File: src/inc/ctm_cfg.svh
// Constants of the register-zero mode register decode block.
// Included by the package and the design; holds definitions only.
`ifndef CTM_CFG_SVH
`define CTM_CFG_SVH

// Mode-register bit positions
`define CTM_BIT_RSVD_TOP 21
`define CTM_BIT_SEL_HI 20
`define CTM_BIT_SEL_LO 18
`define CTM_BIT_RSVD_17 17
`define CTM_BIT_WR_HI 13
`define CTM_BIT_LAT_HI 12
`define CTM_BIT_WR_MID_HI 11
`define CTM_BIT_WR_MID_LO 9
`define CTM_BIT_DLL_RESET 8
`define CTM_BIT_TEST 7
`define CTM_BIT_LAT_MID_HI 6
`define CTM_BIT_LAT_MID_LO 4
`define CTM_BIT_ORDER 3
`define CTM_BIT_LAT_LO 2

// Register select codes
`define CTM_SEL_REG_ZERO 3'h0
`define CTM_SEL_FORBIDDEN 3'h7

// Burst size codes
`define CTM_BURST_FIXED_EIGHT 2'h0
`define CTM_BURST_ON_THE_FLY 2'h1
`define CTM_BURST_FIXED_CHOP 2'h2
`define CTM_BURST_RESERVED 2'h3

// Reset values of the held register and decoded fields
`define CTM_RESET_RAW 22'h000000
`define CTM_RESET_WR 5'h0a
`define CTM_RESET_RDPRE 4'h5
`define CTM_RESET_LAT 6'h09

// Feature update time after an accepted write, in clock cycles
`define CTM_MOD_CYCLES 5'h18

`endif

File: src/inc/ctm_pkg.sv
// Types of the register-zero mode register decode block.
// Assumes ctm_cfg.svh sits on the include path.
`include "ctm_cfg.svh"

package ctm_pkg;

  // Command and address pins sampled on each rising clock edge
  typedef struct packed {
    logic cs_n;
    logic act_n;
    logic ras_n;
    logic cas_n;
    logic we_n;
    logic cke;
    logic [1:0] bg;
    logic [1:0] ba;
    logic a17;
    logic [13:0] addr;
  } ctm_pins_type;

  // Decoded register-zero settings
  typedef struct packed {
    logic [4:0] write_recovery_cycles;
    logic [3:0] read_to_precharge_cycles;
    logic [5:0] read_column_latency;
    logic burst_ordering_select;
    logic [1:0] burst_size_select;
    logic vendor_test_select;
  } ctm_fields_type;

endpackage

File: src/hw/ctm_mode_reg_zero.sv
// Mode register set capture and register-zero decode of a DDR4 SDRAM.
// Assumes command pins synchronous to clock and a controller obeying
// the idle, termination and spacing conditions listed below.
// Summary of operation
// Controller reprograms only when idle, banks precharged, CKE high.
// Nominal termination on: controller keeps termination low until update.
// With nominal termination off, termination pin level is free.
// Some settings take longer than update time; own procedure governs.
// Capture bits from bank group, bank, A17 and A13..A0 pins.
// Controller drives row, column and write strobes low for command.
// Controller writes zero to bits 21 and 17.
// Bits 20:18 select target register; code seven is forbidden.
// Decode write recovery and read-to-precharge from bits 13, 11:9.
// Controller caps write recovery at 28 and read-to-precharge at 14.
// Controller keeps vendor test bit 7 at zero.
// Decode read latency from bits 12, 6:4, 2; low codes nine upward.
// Decode upper read latency codes; code 10010 is undefined.
// Under quarter-rate gear-down controller avoids odd latencies.
// Bit 3 selects nibble-sequential or interleaved burst ordering.
// Bits 1:0 select fixed eight, on-the-fly, fixed chop-four, reserved.
// Only speed-bin settings exist; others are flagged unsupported.
// DLL reset bit 8 starts a reset then clears itself.
// Controller rewrites every field on each command.
// Controller waits the update time before other commands.
// Register zero loads only for select code zero.
`timescale 1ns/1ps
`include "ctm_cfg.svh"

module ctm_mode_reg_zero (
  // Clock and reset
  input wire logic clock,
  input wire logic reset,
  // Command and address pins
  input wire ctm_pkg::ctm_pins_type pins,
  // Held register and decoded settings
  output logic [21:0] core_timing_mode_reg,
  output ctm_pkg::ctm_fields_type fields,
  // Command status
  output logic [2:0] mrs_target_q,
  output logic mrs_accept_q,
  output logic forbidden_code_q,
  output logic settings_unsupported_q,
  output logic dll_reset_pulse_q,
  output logic mod_busy_q
);
  import ctm_pkg::*;

  logic mrs_fire;
  logic [21:0] mr_bits;
  logic [3:0] wr_code;
  logic [4:0] lat_code;
  logic load_zero;
  logic [4:0] wr_next;
  logic [5:0] lat_next;
  logic unsupported_next;
  logic [4:0] mod_count_q;

  // Write-recovery code to clocks; zero marks a reserved code
  function automatic logic [4:0] wr_decode(input logic [3:0] code);
    logic [4:0] cyc;
    cyc = 5'h00;
    unique case (code)
      4'h0, 4'h1, 4'h2, 4'h3, 4'h4, 4'h5: begin
        cyc = 5'h0a + {code[2:0], 1'b0} + {code[3], 1'b0};
      end
      4'h6: cyc = 5'h18;
      4'h7: cyc = 5'h16;
      4'h8: cyc = 5'h1a;
      4'h9: cyc = 5'h1c;
      default: cyc = 5'h00;
    endcase
    return cyc;
  endfunction

  // Read latency code to clocks; zero marks an undefined code
  function automatic logic [5:0] lat_decode(input logic [4:0] code);
    logic [5:0] cyc;
    cyc = 6'h00;
    unique case (code)
      5'h00, 5'h01, 5'h02, 5'h03, 5'h04, 5'h05, 5'h06, 5'h07: begin
        cyc = 6'h09 + {3'h0, code[2:0]};
      end
      5'h08: cyc = 6'h12;
      5'h09: cyc = 6'h14;
      5'h0a: cyc = 6'h16;
      5'h0b: cyc = 6'h18;
      5'h0c: cyc = 6'h17;
      5'h0d: cyc = 6'h11;
      5'h0e: cyc = 6'h13;
      5'h0f: cyc = 6'h15;
      5'h10: cyc = 6'h19;
      5'h11: cyc = 6'h1a;
      5'h13: cyc = 6'h1c;
      5'h14: cyc = 6'h1d;
      5'h15: cyc = 6'h1e;
      5'h16: cyc = 6'h1f;
      5'h17: cyc = 6'h20;
      default: cyc = 6'h00;
    endcase
    return cyc;
  endfunction

  // Command decode, chip selected and all three strobes low
  assign mrs_fire = !pins.cs_n && pins.act_n && pins.cke &&
                    !pins.ras_n && !pins.cas_n && !pins.we_n;
  // Pin to bit mapping; bits 16:14 have no pin
  assign mr_bits = {pins.bg, pins.ba, pins.a17, 3'h0, pins.addr};
  assign load_zero = mrs_fire &&
    (mr_bits[`CTM_BIT_SEL_HI:`CTM_BIT_SEL_LO] == `CTM_SEL_REG_ZERO);
  assign wr_code = {mr_bits[`CTM_BIT_WR_HI],
                    mr_bits[`CTM_BIT_WR_MID_HI:`CTM_BIT_WR_MID_LO]};
  assign lat_code = {mr_bits[`CTM_BIT_LAT_HI],
                     mr_bits[`CTM_BIT_LAT_MID_HI:`CTM_BIT_LAT_MID_LO],
                     mr_bits[`CTM_BIT_LAT_LO]};
  assign wr_next = wr_decode(wr_code);
  assign lat_next = lat_decode(lat_code); // see R12
  // Settings this die lacks: reserved, undefined or test codes
  assign unsupported_next = (wr_next == 5'h00) || (lat_next == 6'h00) ||
    (mr_bits[1:0] == `CTM_BURST_RESERVED) || mr_bits[`CTM_BIT_TEST] ||
    mr_bits[`CTM_BIT_RSVD_TOP] || mr_bits[`CTM_BIT_RSVD_17];

  // Held register zero image
  always_ff @(posedge clock) begin
    if (reset) begin
      core_timing_mode_reg <= `CTM_RESET_RAW;
    end else if (load_zero) begin
      core_timing_mode_reg <= mr_bits; // see R05
    end
  end

  // Decoded fields; reserved codes keep the previous timing
  always_ff @(posedge clock) begin
    if (reset) begin
      fields.write_recovery_cycles <= `CTM_RESET_WR;
      fields.read_to_precharge_cycles <= `CTM_RESET_RDPRE;
      fields.read_column_latency <= `CTM_RESET_LAT;
      fields.burst_ordering_select <= 1'b0;
      fields.burst_size_select <= `CTM_BURST_FIXED_EIGHT;
      fields.vendor_test_select <= 1'b0;
    end else if (load_zero) begin
      if (wr_next != 5'h00) begin
        fields.write_recovery_cycles <= wr_next;
        fields.read_to_precharge_cycles <= wr_next[4:1];
      end
      if (lat_next != 6'h00) begin
        fields.read_column_latency <= lat_next; // see R12
      end
      fields.burst_ordering_select <= mr_bits[`CTM_BIT_ORDER];
      fields.burst_size_select <= mr_bits[1:0];
      fields.vendor_test_select <= mr_bits[`CTM_BIT_TEST];
    end
  end

  // Command status and target register
  always_ff @(posedge clock) begin
    if (reset) begin
      mrs_accept_q <= 1'b0;
      mrs_target_q <= 3'h0;
      forbidden_code_q <= 1'b0;
      settings_unsupported_q <= 1'b0;
    end else begin
      mrs_accept_q <= mrs_fire;
      if (mrs_fire) begin
        mrs_target_q <= mr_bits[`CTM_BIT_SEL_HI:`CTM_BIT_SEL_LO];
        forbidden_code_q <= (mr_bits[`CTM_BIT_SEL_HI:`CTM_BIT_SEL_LO] ==
                             `CTM_SEL_FORBIDDEN);
      end
      if (load_zero) begin
        settings_unsupported_q <= unsupported_next;
      end
    end
  end

  // Self-clearing DLL reset request, one cycle wide
  always_ff @(posedge clock) begin
    if (reset) begin
      dll_reset_pulse_q <= 1'b0;
    end else begin
      dll_reset_pulse_q <= load_zero && mr_bits[`CTM_BIT_DLL_RESET];
    end
  end

  // Feature update window; a DLL reset write follows its own procedure
  always_ff @(posedge clock) begin
    if (reset) begin
      mod_count_q <= 5'h00;
      mod_busy_q <= 1'b0;
    end else if (load_zero && !mr_bits[`CTM_BIT_DLL_RESET]) begin
      mod_count_q <= `CTM_MOD_CYCLES;
      mod_busy_q <= 1'b1;
    end else begin
      mod_count_q <= (mod_count_q != 5'h00) ? mod_count_q - 5'h01 : 5'h00;
      mod_busy_q <= (mod_count_q > 5'h01);
    end
  end
endmodule

File: config.mk
export PLATFORM = sky130hd
export DESIGN_NAME = ctm_mode_reg_zero
export DESIGN_NICKNAME = d
export VERILOG_FILES = /design/src/inc/ctm_pkg.sv /design/src/hw/ctm_mode_reg_zero.sv
export VERILOG_INCLUDE_DIRS = /design/src /design/src/inc
export SDC_FILE = /design/constraint.sdc
export NUM_CORES = 1
export LEC_CHECK = 0
export BUFFER_PORTS_ARGS = -buffer_cell sky130_fd_sc_hd__buf_4
export CAP_MARGIN = 20
export CORE_ASPECT_RATIO = 1.5
export CORE_MARGIN = 5
export CORE_UTILIZATION = 45
export CTS_CLUSTER_SIZE = 20
export DETAILED_ROUTE_END_ITERATION = 8
export HOLD_SLACK_MARGIN = 0.15
export PLACE_DENSITY = 0.76
export RECOVER_POWER = 25
export SYNTH_ARGS = -nofsm -noshare
export SYNTH_HDL_FRONTEND = slang
export SYNTH_SLANG_ARGS = --single-unit
File: constraint.sdc
create_clock -name clock -period 2.7 [get_ports clock]
set_clock_uncertainty 0.2 [all_clocks]
set_input_delay 0.675 -clock clock [delete_from_list [all_inputs] [get_ports clock]]
set_output_delay 0.675 -clock clock [all_outputs]
set_load 0.02 [all_outputs]
==> reports/metrics.yaml, run 1 <==
timing:
  setup_viol: 0
  finalSetupTns_ns: 0
  fmax_mhz: 396
  report.final.slew_viol_count: 0
  hold_viol_final: 0
  layout_min_cycle_time_ns: 2.52
  worstMarginPinSlew_ns: 0.593
  rsz0062_at_grt: "no"
  period_share: 0.935
  maxSlewHeadroom: 0.599
clocking:
  cts_setup_buffers: 0
  cts_buffers: 5
  cts_tree: "yes"
  path_clk_slew_ns: 0.07
  cts-root-buf: "clkbuf_8"
  clockBufferDepth: 2
  cts_hold_buf: 0
  cts.sinks: 42
  clock_latency_ns: 0.28
  cts_resized: 0
  htreeDepth: 2
yosys:
  netlist_top_cells_count: "dfxtp_1 (42), nand2_1 (37), a21oi_1 (33)"
  synth.most_common_cell: "dfxtp_1"
  synth_warnings: 0
  synth_area_leaders: "dfxtp_1 (39%), a21oi_1 (7.6%), nand2_1 (6.4%), ha_1 (6.4%), buf_4 (4.2%)"
  synthArstFlopShare: 0
  synth-seq-area-share: 0.389
  synth_edf_count: 0
  syn_avg_cell_area_sq_um: 8.28
  synth_cells: 261
  ys_types: 43
  synth_flop_cell: "dfxtp_1"
  syn_area_sq_um: 2160
  ys_ff_latch: 42
  synth_top_area_share: 0.389
  synth.largest_area_cell: "dfxtp_1"
placed_design:
  place_area_sq_um: 2780
  globalplace.congestion: 0.832
  dpl.hpwl_um: 4110
  numPortBuffers: 71
  dpl.cell_count: 394
cells_and_area:
  drive_gt1_frac: 0.262
  stdcell_area_sq_um: 2800
  largest_register_ffs: 18
  area_growth_pct: 29.8
  stdcell_count: 402
  nets: 373
  insertedDiodeCount: 0
route:
  vias: 2044
  first_iter_violations: 121
  vias_per_cell: 5.08
  drtAntennaViolNets: 0
  drc_errors: 0
  first_pass_iters: 4
  totalWireLength_um: 5220
  routedWlPerCell_um: 13.0
global_route:
  grt_max_degree: 42
  track_usage: 0.170
  overflow: 0
  grt_pass1_vias: 1968
  antenna_found_initial: 0
  grt_pass1_wl_um: 8380
critical_path:
  end_kind: "flip-flop"
  rrSetupSlack_ns: 1.26
  cp_max_fo: 19
  crit_required_ns: 2.68
  crit_arrival_ns: 2.51
  startpoint_type: "primary input"
  crit_type: "in2reg"
floorplan:
  die-area_sq_um: 6320
  die_w_um: 66.6
  io_pins: 76
  num_rows: 31
  die_h_um: 94.9
  start_util: 0.457
  coreArea_sq_um: 4730
power:
  ir_drop_mv: 0.340
  power.leakage_nw: 1.22
  powerDensity_nw_per_um2: 538
min_path:
  hold_class: "reg2reg"
flow_run:
  cap_violations: 0
run_status:
  status: "complete, no violations"
worst paths after layout:
kind / to / from / depth (start not counted)
hold reg to reg: core_timing_mode_reg[11]$_SDFFE_PP0P_ / core_timing_mode_reg[11]$_SDFFE_PP0P_ / 2
setup / recovery: fields[6]$_SDFFE_PP0P_ / pins[22] / 7
setup reg to reg: mod_count_q[2]$_SDFF_PP0_ / mod_count_q[0]$_SDFF_PP0_ / 5
hold / removal: core_timing_mode_reg[11]$_SDFFE_PP0P_ / core_timing_mode_reg[11]$_SDFFE_PP0P_ / 2
placed cells by master (no fill, tap or decap), drive strengths merged, types with 5 or more instances in the layout:
master | Yosys | routed
a21oi | 33 | 33
ha | 11 | 11
o21ai | 7 | 7
a311oi | 5 | 5
buf | 20 | 69
nand2b | 7 | 7
clkbuf | 4 | 26
inv | 17 | 17
dfxtp | 42 | 42
nor2 | 23 | 23
nor3 | 9 | 9
nand2 | 38 | 38
critical path, stage by stage:
cell and delay (ns):
buf_4 0.11, nor4b_1 0.56, nand3b_4 0.12, or4_4 0.57
nor2_1 0.15, nor2_1 0.05, a311oi_1 0.26
power breakdown:
group | switching, W | internal (W)
sequential | 0.0000304 | 0.000657
clock | 0.000198 | 0.000277
combinational | 0.000182 | 0.000164
total | 0.000411 | 0.00110
cells by family (layout without fill, tap and decap cells):
family          Yosys count  after routing  share of synthesized area
mux                       3              3                     0.0139
other cells               1              4                    0.00174
simple gates             95             95                      0.228
flops                    42             42                      0.389
buf+inv                  41            113                      0.102
xor+xnor                  2              2                    0.00811
compound gates           66             66                      0.193
fa+ha+maj                11             11                     0.0637
per-stage QoR:
stage / util / hold slack [ns] / power (W) / setup WS (ns)
3_5_place_dp: 0.588 / 0.250 / 0.00106 / -0.0996
6_report: 0.593 / 0.256 / 0.00151 / 0.176
2_1_floorplan: - / 0.241 / 0.000945 / 0.0397
5_1_grt: 0.593 / 0.282 / 0.00160 / 0.00892
3_3_place_gp: 0.588 / 0.243 / 0.00105 / -0.0156
4_1_cts: 0.611 / 0.262 / 0.00154 / 0.203
layer usage:
metal / share of wire / GRT usage
met4: 0.024 / 0.0831
met3: 0.032 / 0.0226
met1: 0.38 / 0.171
met2: 0.56 / 0.329
met5: 0 / 0
cell type report:
class / count / area (sq um)
clock inverter: 1 / 30.0
multi-input combinational: 181 / 1120
fill: 499 / 1930
inverter: 17 / 63.8
clock buffer: 7 / 76.3
tap: 66 / 82.6
timing repair buffer: 88 / 589
sequential: 42 / 841
No activity file was read; power rests on OpenSTA's default activity.
==> inputs of run 2 (changes only) <==
- CORE_UTILIZATION: 45 -> 40
- GPL_ROUTABILITY_DRIVEN: default -> 1
- PLACE_DENSITY: 0.76 -> 0.69
==> run 2 against run 1 <==
Count of clock-buffer cells in the layout is 1 lower. Worst setup slack got worse by 0.032 ns. First-iteration DRC count fell by 26%.
==> reports/metrics.yaml, run 2 (synthesized netlist as in run 1, its figures left out) <==
critical_path:
  cp_slowest_stage_delay_ns: 0.32  # was 0.57 ns
  cp_common_cell: "a311oi_1"  # was nor2_1
  crit_path_top_delay_cell: "a311oi_1"  # was or4_4
  crit_type: "in2reg"  # unchanged
  startpoint_type: "primary input"  # unchanged
  crit_required_ns: 2.69  # was 2.68 ns
  end_kind: "flip-flop"  # unchanged
  crit_arrival_ns: 2.54  # was 2.51 ns
  crit_chain: "buf_4, inv_1, ha_1, nor3_1, a211oi_1, a311oi_1, and4_4, nand2_2, a311oi_1"  # was buf_4, nor4b_1, nand3b_4, or4_4, nor2_1, nor2_1, a311oi_1
  cp_max_fo: 5  # was 19
clocking:
  cts.sinks: 42  # unchanged
  clockBufferDepth: 2  # unchanged
  cts-root-buf: "clkbuf_8"  # unchanged
  cts_tree: "yes"  # unchanged
  cts_setup_buffers: 0  # unchanged
  path_clk_slew_ns: 0.08  # was 0.07 ns
  htreeDepth: 2  # unchanged
  clock_latency_ns: 0.29  # was 0.28 ns
  cts_buffers: 5  # unchanged
run_status:
  status: "complete, no violations"  # unchanged
timing:
  period_share: 0.947  # was 0.935
  fin_ws_ns: 0.143  # was 0.176 ns
  rsz0062_at_grt: "no"  # unchanged
  finalSetupTns_ns: 0  # unchanged
  report.final.slew_viol_count: 0  # unchanged
  layout_min_cycle_time_ns: 2.56  # was 2.52 ns
  setup_viol: 0  # unchanged
  hold_viol_final: 0  # unchanged
  fmax_mhz: 391  # was 396 MHz
global_route:
  grt_pass1_vias: 1872  # was 1,968
  overflow: 0  # unchanged
  antenna_found_initial: 0  # unchanged
  grt_max_degree: 42  # unchanged
  grt_pass1_wl_um: 8490  # was 8380 um
  track_usage: 0.148  # was 0.170
route:
  first_iter_violations: 90  # was 121
  vias: 2004  # was 2,044
  drtAntennaViolNets: 0  # unchanged
  routedWlPerCell_um: 13.2  # was 13.0 um
  drc_errors: 0  # unchanged
  vias_per_cell: 5.01  # was 5.08
  first_pass_iters: 5  # was 4
  totalWireLength_um: 5270  # was 5220 um
placed_design:
  place_ws_ns: -0.123  # was -0.0996 ns
  dpl.hpwl_um: 4060  # was 4110 um
  numPortBuffers: 71  # unchanged
  place_area_sq_um: 2760  # was 2780 sq um
  globalplace.congestion: 0.859  # was 0.832
cells_and_area:
  final_cell_mix: "buf_4 (67), dfxtp_1 (42), nand2_1 (37), a21oi_1 (32), nor2_1 (22)"  # was buf_4 (69), dfxtp_1 (42), nand2_1 (37), a21oi_1 (32), nor2_1 (22)
  insertedDiodeCount: 0  # unchanged
  area_growth_pct: 29.6  # was 29.8%
  largest_register_ffs: 18  # unchanged
  fin_util: 0.538  # was 0.593
  final_common_cell: "buf_4"  # unchanged
  nets: 370  # was 373
  drive_gt1_frac: 0.268  # was 0.262
  stdcell_area_sq_um: 2800  # about the same
power:
  ir_drop_mv: 0.356  # was 0.340 mV
  p_total_w: 0.00153  # was 0.00151 W
  power.leakage_nw: 1.22  # about the same
  powerDensity_nw_per_um2: 546  # was 538 nW/um^2
floorplan:
  die_w_um: 70.0  # was 66.6 um
  start_util: 0.415  # was 0.457
  io_pins: 76  # unchanged
  die-area_sq_um: 7000  # was 6320 sq um
  num_rows: 32  # was 31
  die_h_um: 100  # was 94.9 um
  coreArea_sq_um: 5200  # was 4730 sq um
flow_run:
  cap_violations: 0  # unchanged
min_path:
  hold_class: "reg2reg"  # unchanged
==> run 2: changes by cell type in the layout (fill, tap and decap cells not counted) <==
cell | previous run | this run
clkbuf_8 | 5 | 6
a21boi_1 | 1 | 0
clkbuf_1 | 21 | 17
a21boi_2 | 0 | 1
buf_4 | 69 | 67
clkbuf_4 | 0 | 1
==> run 2: per-stage QoR <==
stage / instances / hold WS (ns)
finish: 400 / 0.256
global placement: 393 / 0.242
global route: 400 / 0.278
CTS: 400 / 0.259
detailed placement: 393 / 0.248
floorplan: 264 / 0.241
==> run 2: final cells by class <==
| class | instances | area, sq um |
|---|---|---|
| Timing Repair Buffer | 85 | 574 |
| Sequential cell | 42 | 841 |
| Clock inverter | 1 | 30.0 |
| Fill cell | 554 | 2400 |
| Tap cell | 68 | 85.1 |
| Clock buffer | 6 | 82.6 |
| Multi-Input combinational cell | 181 | 1120 |
| Inverter | 17 | 63.8 |
==> run 2: repair_timing <==
action,in CTS,in global routing
hold buffers,0,0
gates resized for setup,0,1
endpoints found under the setup margin,0,1
==> run 2: final timing paths <==
check | start | end | slack (ns) | cells past startpoint
setup reg to reg | mod_count_q[0]$_SDFF_PP0_ | mod_count_q[2]$_SDFF_PP0_ | 1.27 | 5
hold / removal | core_timing_mode_reg[11]$_SDFFE_PP0P_ | core_timing_mode_reg[11]$_SDFFE_PP0P_ | 0.26 | 2
hold reg to reg | core_timing_mode_reg[11]$_SDFFE_PP0P_ | core_timing_mode_reg[11]$_SDFFE_PP0P_ | 0.26 | 2
setup / recovery | pins[4] | fields[5]$_SDFFE_PP0P_ | 0.14 | 9
==> run 2: critical path, delay by kind of cell <==
family,cells,cell delay [ns]
buffers and inverters,2,0.17
AND/OR/NAND/NOR,3,0.68
adder cells (fa/ha/maj),1,0.25
AO/OA/AOI/OAI,3,0.78
==> run 2: layer usage <==
layer  vias to the layer above  global-route usage  wire, um
met5                         -                   0         0
met4                         0              0.0590       123
met3                        13              0.0421       297
met2                        63               0.274      2830
met1                       906               0.156      2020
li1                       1022                   -         -
==> run 2: where the power goes <==
group / switching [W] / total (W) / leakage (nW) / internal [W]
Combinational: 0.000181 / 0.000343 / 0.824 / 0.000162
Clock: 0.000203 / 0.000498 / 0.0573 / 0.000296
Sequential: 0.0000301 / 0.000687 / 0.340 / 0.000657
==> inputs of run 3 (changes only) <==
- PLACE_DENSITY: 0.69 -> 0.7
==> run 3 against run 2 <==
Flip-flop and latch count unchanged. Wire length up 2.7%. Maximum frequency up 0.27%. Count of clock-buffer cells in the layout unchanged. Register-to-register slack about the same. Clock power down 19%. Hold slack better by 0.00090 ns. Worst setup slack better by 0.0070 ns. First-iteration DRC count down 14%. Critical path depth unchanged. Non-clock buffer count unchanged. Sequential power about the same. Critical endpoint is now fields[6]$_SDFFE_PP0P_. Highest routed layer unchanged.
==> reports/metrics.yaml, run 3 (synthesized netlist as in run 1, its figures left out) <==
clocking:
  htreeDepth: 2  # unchanged
  clockBufferDepth: 2  # unchanged
  cts_tree: "yes"  # unchanged
  cts_resized: 0  # unchanged
  clock_latency_ns: 0.30  # was 0.29 ns
  cts_buffers: 5  # unchanged
  cts_setup_buffers: 0  # unchanged
  cts_hold_buf: 0  # unchanged
  path_clk_slew_ns: 0.08  # about the same
  cts.sinks: 42  # unchanged
  cts-root-buf: "clkbuf_8"  # unchanged
placed_design:
  globalplace.congestion: 0.796  # was 0.859
  dpl.cell_count: 393  # unchanged
  dpl.hpwl_um: 4270  # was 4060 um
  numPortBuffers: 71  # unchanged
global_route:
  track_usage: 0.153  # was 0.148
  overflow: 0  # unchanged
  grt_max_degree: 42  # unchanged
  grt_pass1_vias: 1924  # was 1,872
  grt_pass1_wl_um: 8720  # was 8490 um
  antenna_found_initial: 0  # unchanged
timing:
  report.final.slew_viol_count: 0  # unchanged
  setup_viol: 0  # unchanged
  rsz0062_at_grt: "no"  # unchanged
  worstMarginPinSlew_ns: 0.482
  period_share: 0.944  # was 0.947
  hold_viol_final: 0  # unchanged
  finalSetupTns_ns: 0  # unchanged
  hold_slack_ns: 0.257  # was 0.256 ns
  layout_min_cycle_time_ns: 2.55  # was 2.56 ns
  maxSlewHeadroom: 0.674
  fmax_mhz: 392  # was 391 MHz
power:
  power.leakage_nw: 1.21  # was 1.22 nW
  ir_drop_mv: 0.414  # was 0.356 mV
  powerDensity_nw_per_um2: 516  # was 546 nW/um^2
critical_path:
  rr_endpoint: "mod_count_q[2]$_SDFF_PP0_"  # unchanged
  cp_common_cell: "a211oi_1"  # was a311oi_1
  crit_chain: "buf_4, inv_1, ha_1, nor3_1, a211oi_1, a211oi_1, a21boi_1, nand2_2, a311oi_1"  # was buf_4, inv_1, ha_1, nor3_1, a211oi_1, a311oi_1, and4_4, nand2_2, a311oi_1
  crit_type: "in2reg"  # unchanged
  cp_max_fo: 7  # was 5
  end_kind: "flip-flop"  # unchanged
  crit_arrival_ns: 2.55  # was 2.54 ns
  crit_family: "compound AO/OA/AOI/OAI gates"  # unchanged
  r2r-start: "mod_count_q[0]$_SDFF_PP0_"  # unchanged
  crit_path_top_delay_cell: "a21boi_1"  # was a311oi_1
  startpoint_type: "primary input"  # unchanged
  rrSetupSlack_ns: 1.28  # was 1.27 ns
  reg2reg_depth: 5  # unchanged
  path_buf_inv: 2  # unchanged
  cp_slowest_stage_delay_ns: 0.34  # was 0.32 ns
  crit_required_ns: 2.70  # was 2.69 ns
cells_and_area:
  drive_gt1_frac: 0.264  # was 0.268
  final_common_cell: "buf_4"  # unchanged
  n_fill_cell: 539  # was 554
  final_cell_mix: "buf_4 (67), dfxtp_1 (42), nand2_1 (37), a21oi_1 (32), nor2_1 (22)"  # unchanged
  stdcell_count: 401  # was 400
  area_growth_pct: 28.3  # was 29.6%
  nets: 370  # unchanged
  largest_register_ffs: 18  # unchanged
  insertedDiodeCount: 0  # unchanged
min_path:
  hold-path-cell-count: 2  # unchanged
  hold_end: "core_timing_mode_reg[8]$_SDFFE_PP0P_"  # was core_timing_mode_reg[11]$_SDFFE_PP0P_
  hold_start: "core_timing_mode_reg[8]$_SDFFE_PP0P_"  # was core_timing_mode_reg[11]$_SDFFE_PP0P_
  hold_class: "reg2reg"  # unchanged
flow_run:
  cap_violations: 0  # unchanged
floorplan:
  start_util: 0.415  # unchanged
  coreArea_sq_um: 5200  # unchanged
  die_h_um: 100  # unchanged
  die-area_sq_um: 7000  # unchanged
  num_rows: 32  # unchanged
  io_pins: 76  # unchanged
  die_w_um: 70.0  # unchanged
route:
  drtAntennaViolNets: 0  # unchanged
  totalWireLength_um: 5410  # was 5270 um
  first_pass_iters: 4  # was 5
  vias_per_cell: 4.97  # was 5.01
  routedWlPerCell_um: 13.5  # was 13.2 um
  vias: 1992  # was 2,004
  first_iter_violations: 77  # was 90
  drc_errors: 0  # unchanged
run_status:
  status: "complete, no violations"  # unchanged
-- run 3: cell types whose count changed in the layout (fill, tap and decap cells not counted), sizes merged --
cell / before / now
bufinv: 1 / 0
clkinv: 0 / 2
-- run 3: where the power goes --
| part | internal (W) | switching, W |
|---|---|---|
| Clock | 0.000183 | 0.000219 |
| Sequential | 0.000657 | 0.0000302 |
| Combinational | 0.000161 | 0.000179 |
| Total | 0.00100 | 0.000428 |
-- run 3: area by class of cell --
cell class                      count  area (sq um)  area share
Timing Repair Buffer               85           574       0.207
Tap cell                           68          85.1      0.0307
Inverter                           17          63.8      0.0230
Sequential cell                    42           841       0.303
Multi-Input combinational cell    181          1120       0.405
Clock inverter                      2          13.8     0.00497
Clock buffer                        6          72.6      0.0262
-- run 3: worst min-delay path: stages, from the launching register on --
cell     delay [ns]
dfxtp_1        0.31
nand2_1        0.05
a21oi_1        0.05
-- run 3: how the worst max path moves through the flow --
stage / startpoint / endpoint / slack (ns) / cells past startpoint
2_1_floorplan: pins[13] / fields[15]$_SDFFE_PP1P_ / 0.04 / 12
3_5_place_dp: pins[9] / fields[18]$_SDFFE_PP0P_ / -0.14 / 12
4_1_cts: pins[9] / fields[18]$_SDFFE_PP0P_ / 0.18 / 12
6_report: pins[2] / fields[6]$_SDFFE_PP0P_ / 0.15 / 9
5_1_grt: pins[2] / fields[5]$_SDFFE_PP0P_ / 0.004 / 9
3_3_place_gp: pins[9] / fields[18]$_SDFFE_PP0P_ / -0.007 / 12
-- run 3: stage by stage --
step,util,cell area (sq um),setup WS (ns),total power (W)
final,0.532,2770,0.150,0.00143
after global routing,0.532,2770,0.00364,0.00151
after CTS,0.548,2850,0.180,0.00145
after detailed placement,0.531,2760,-0.139,0.00105
after global placement,0.531,2760,-0.00738,0.00104
after floorplan,-,2200,0.0397,0.000945
-- run 3: metal layers --
metal,global-route usage,up-vias,part of all wire
li1,-,1025,-
met1,0.149,919,0.37
met2,0.308,41,0.58
met3,0.0331,7,0.038
met4,0.0560,0,0.014
met5,0,-,0
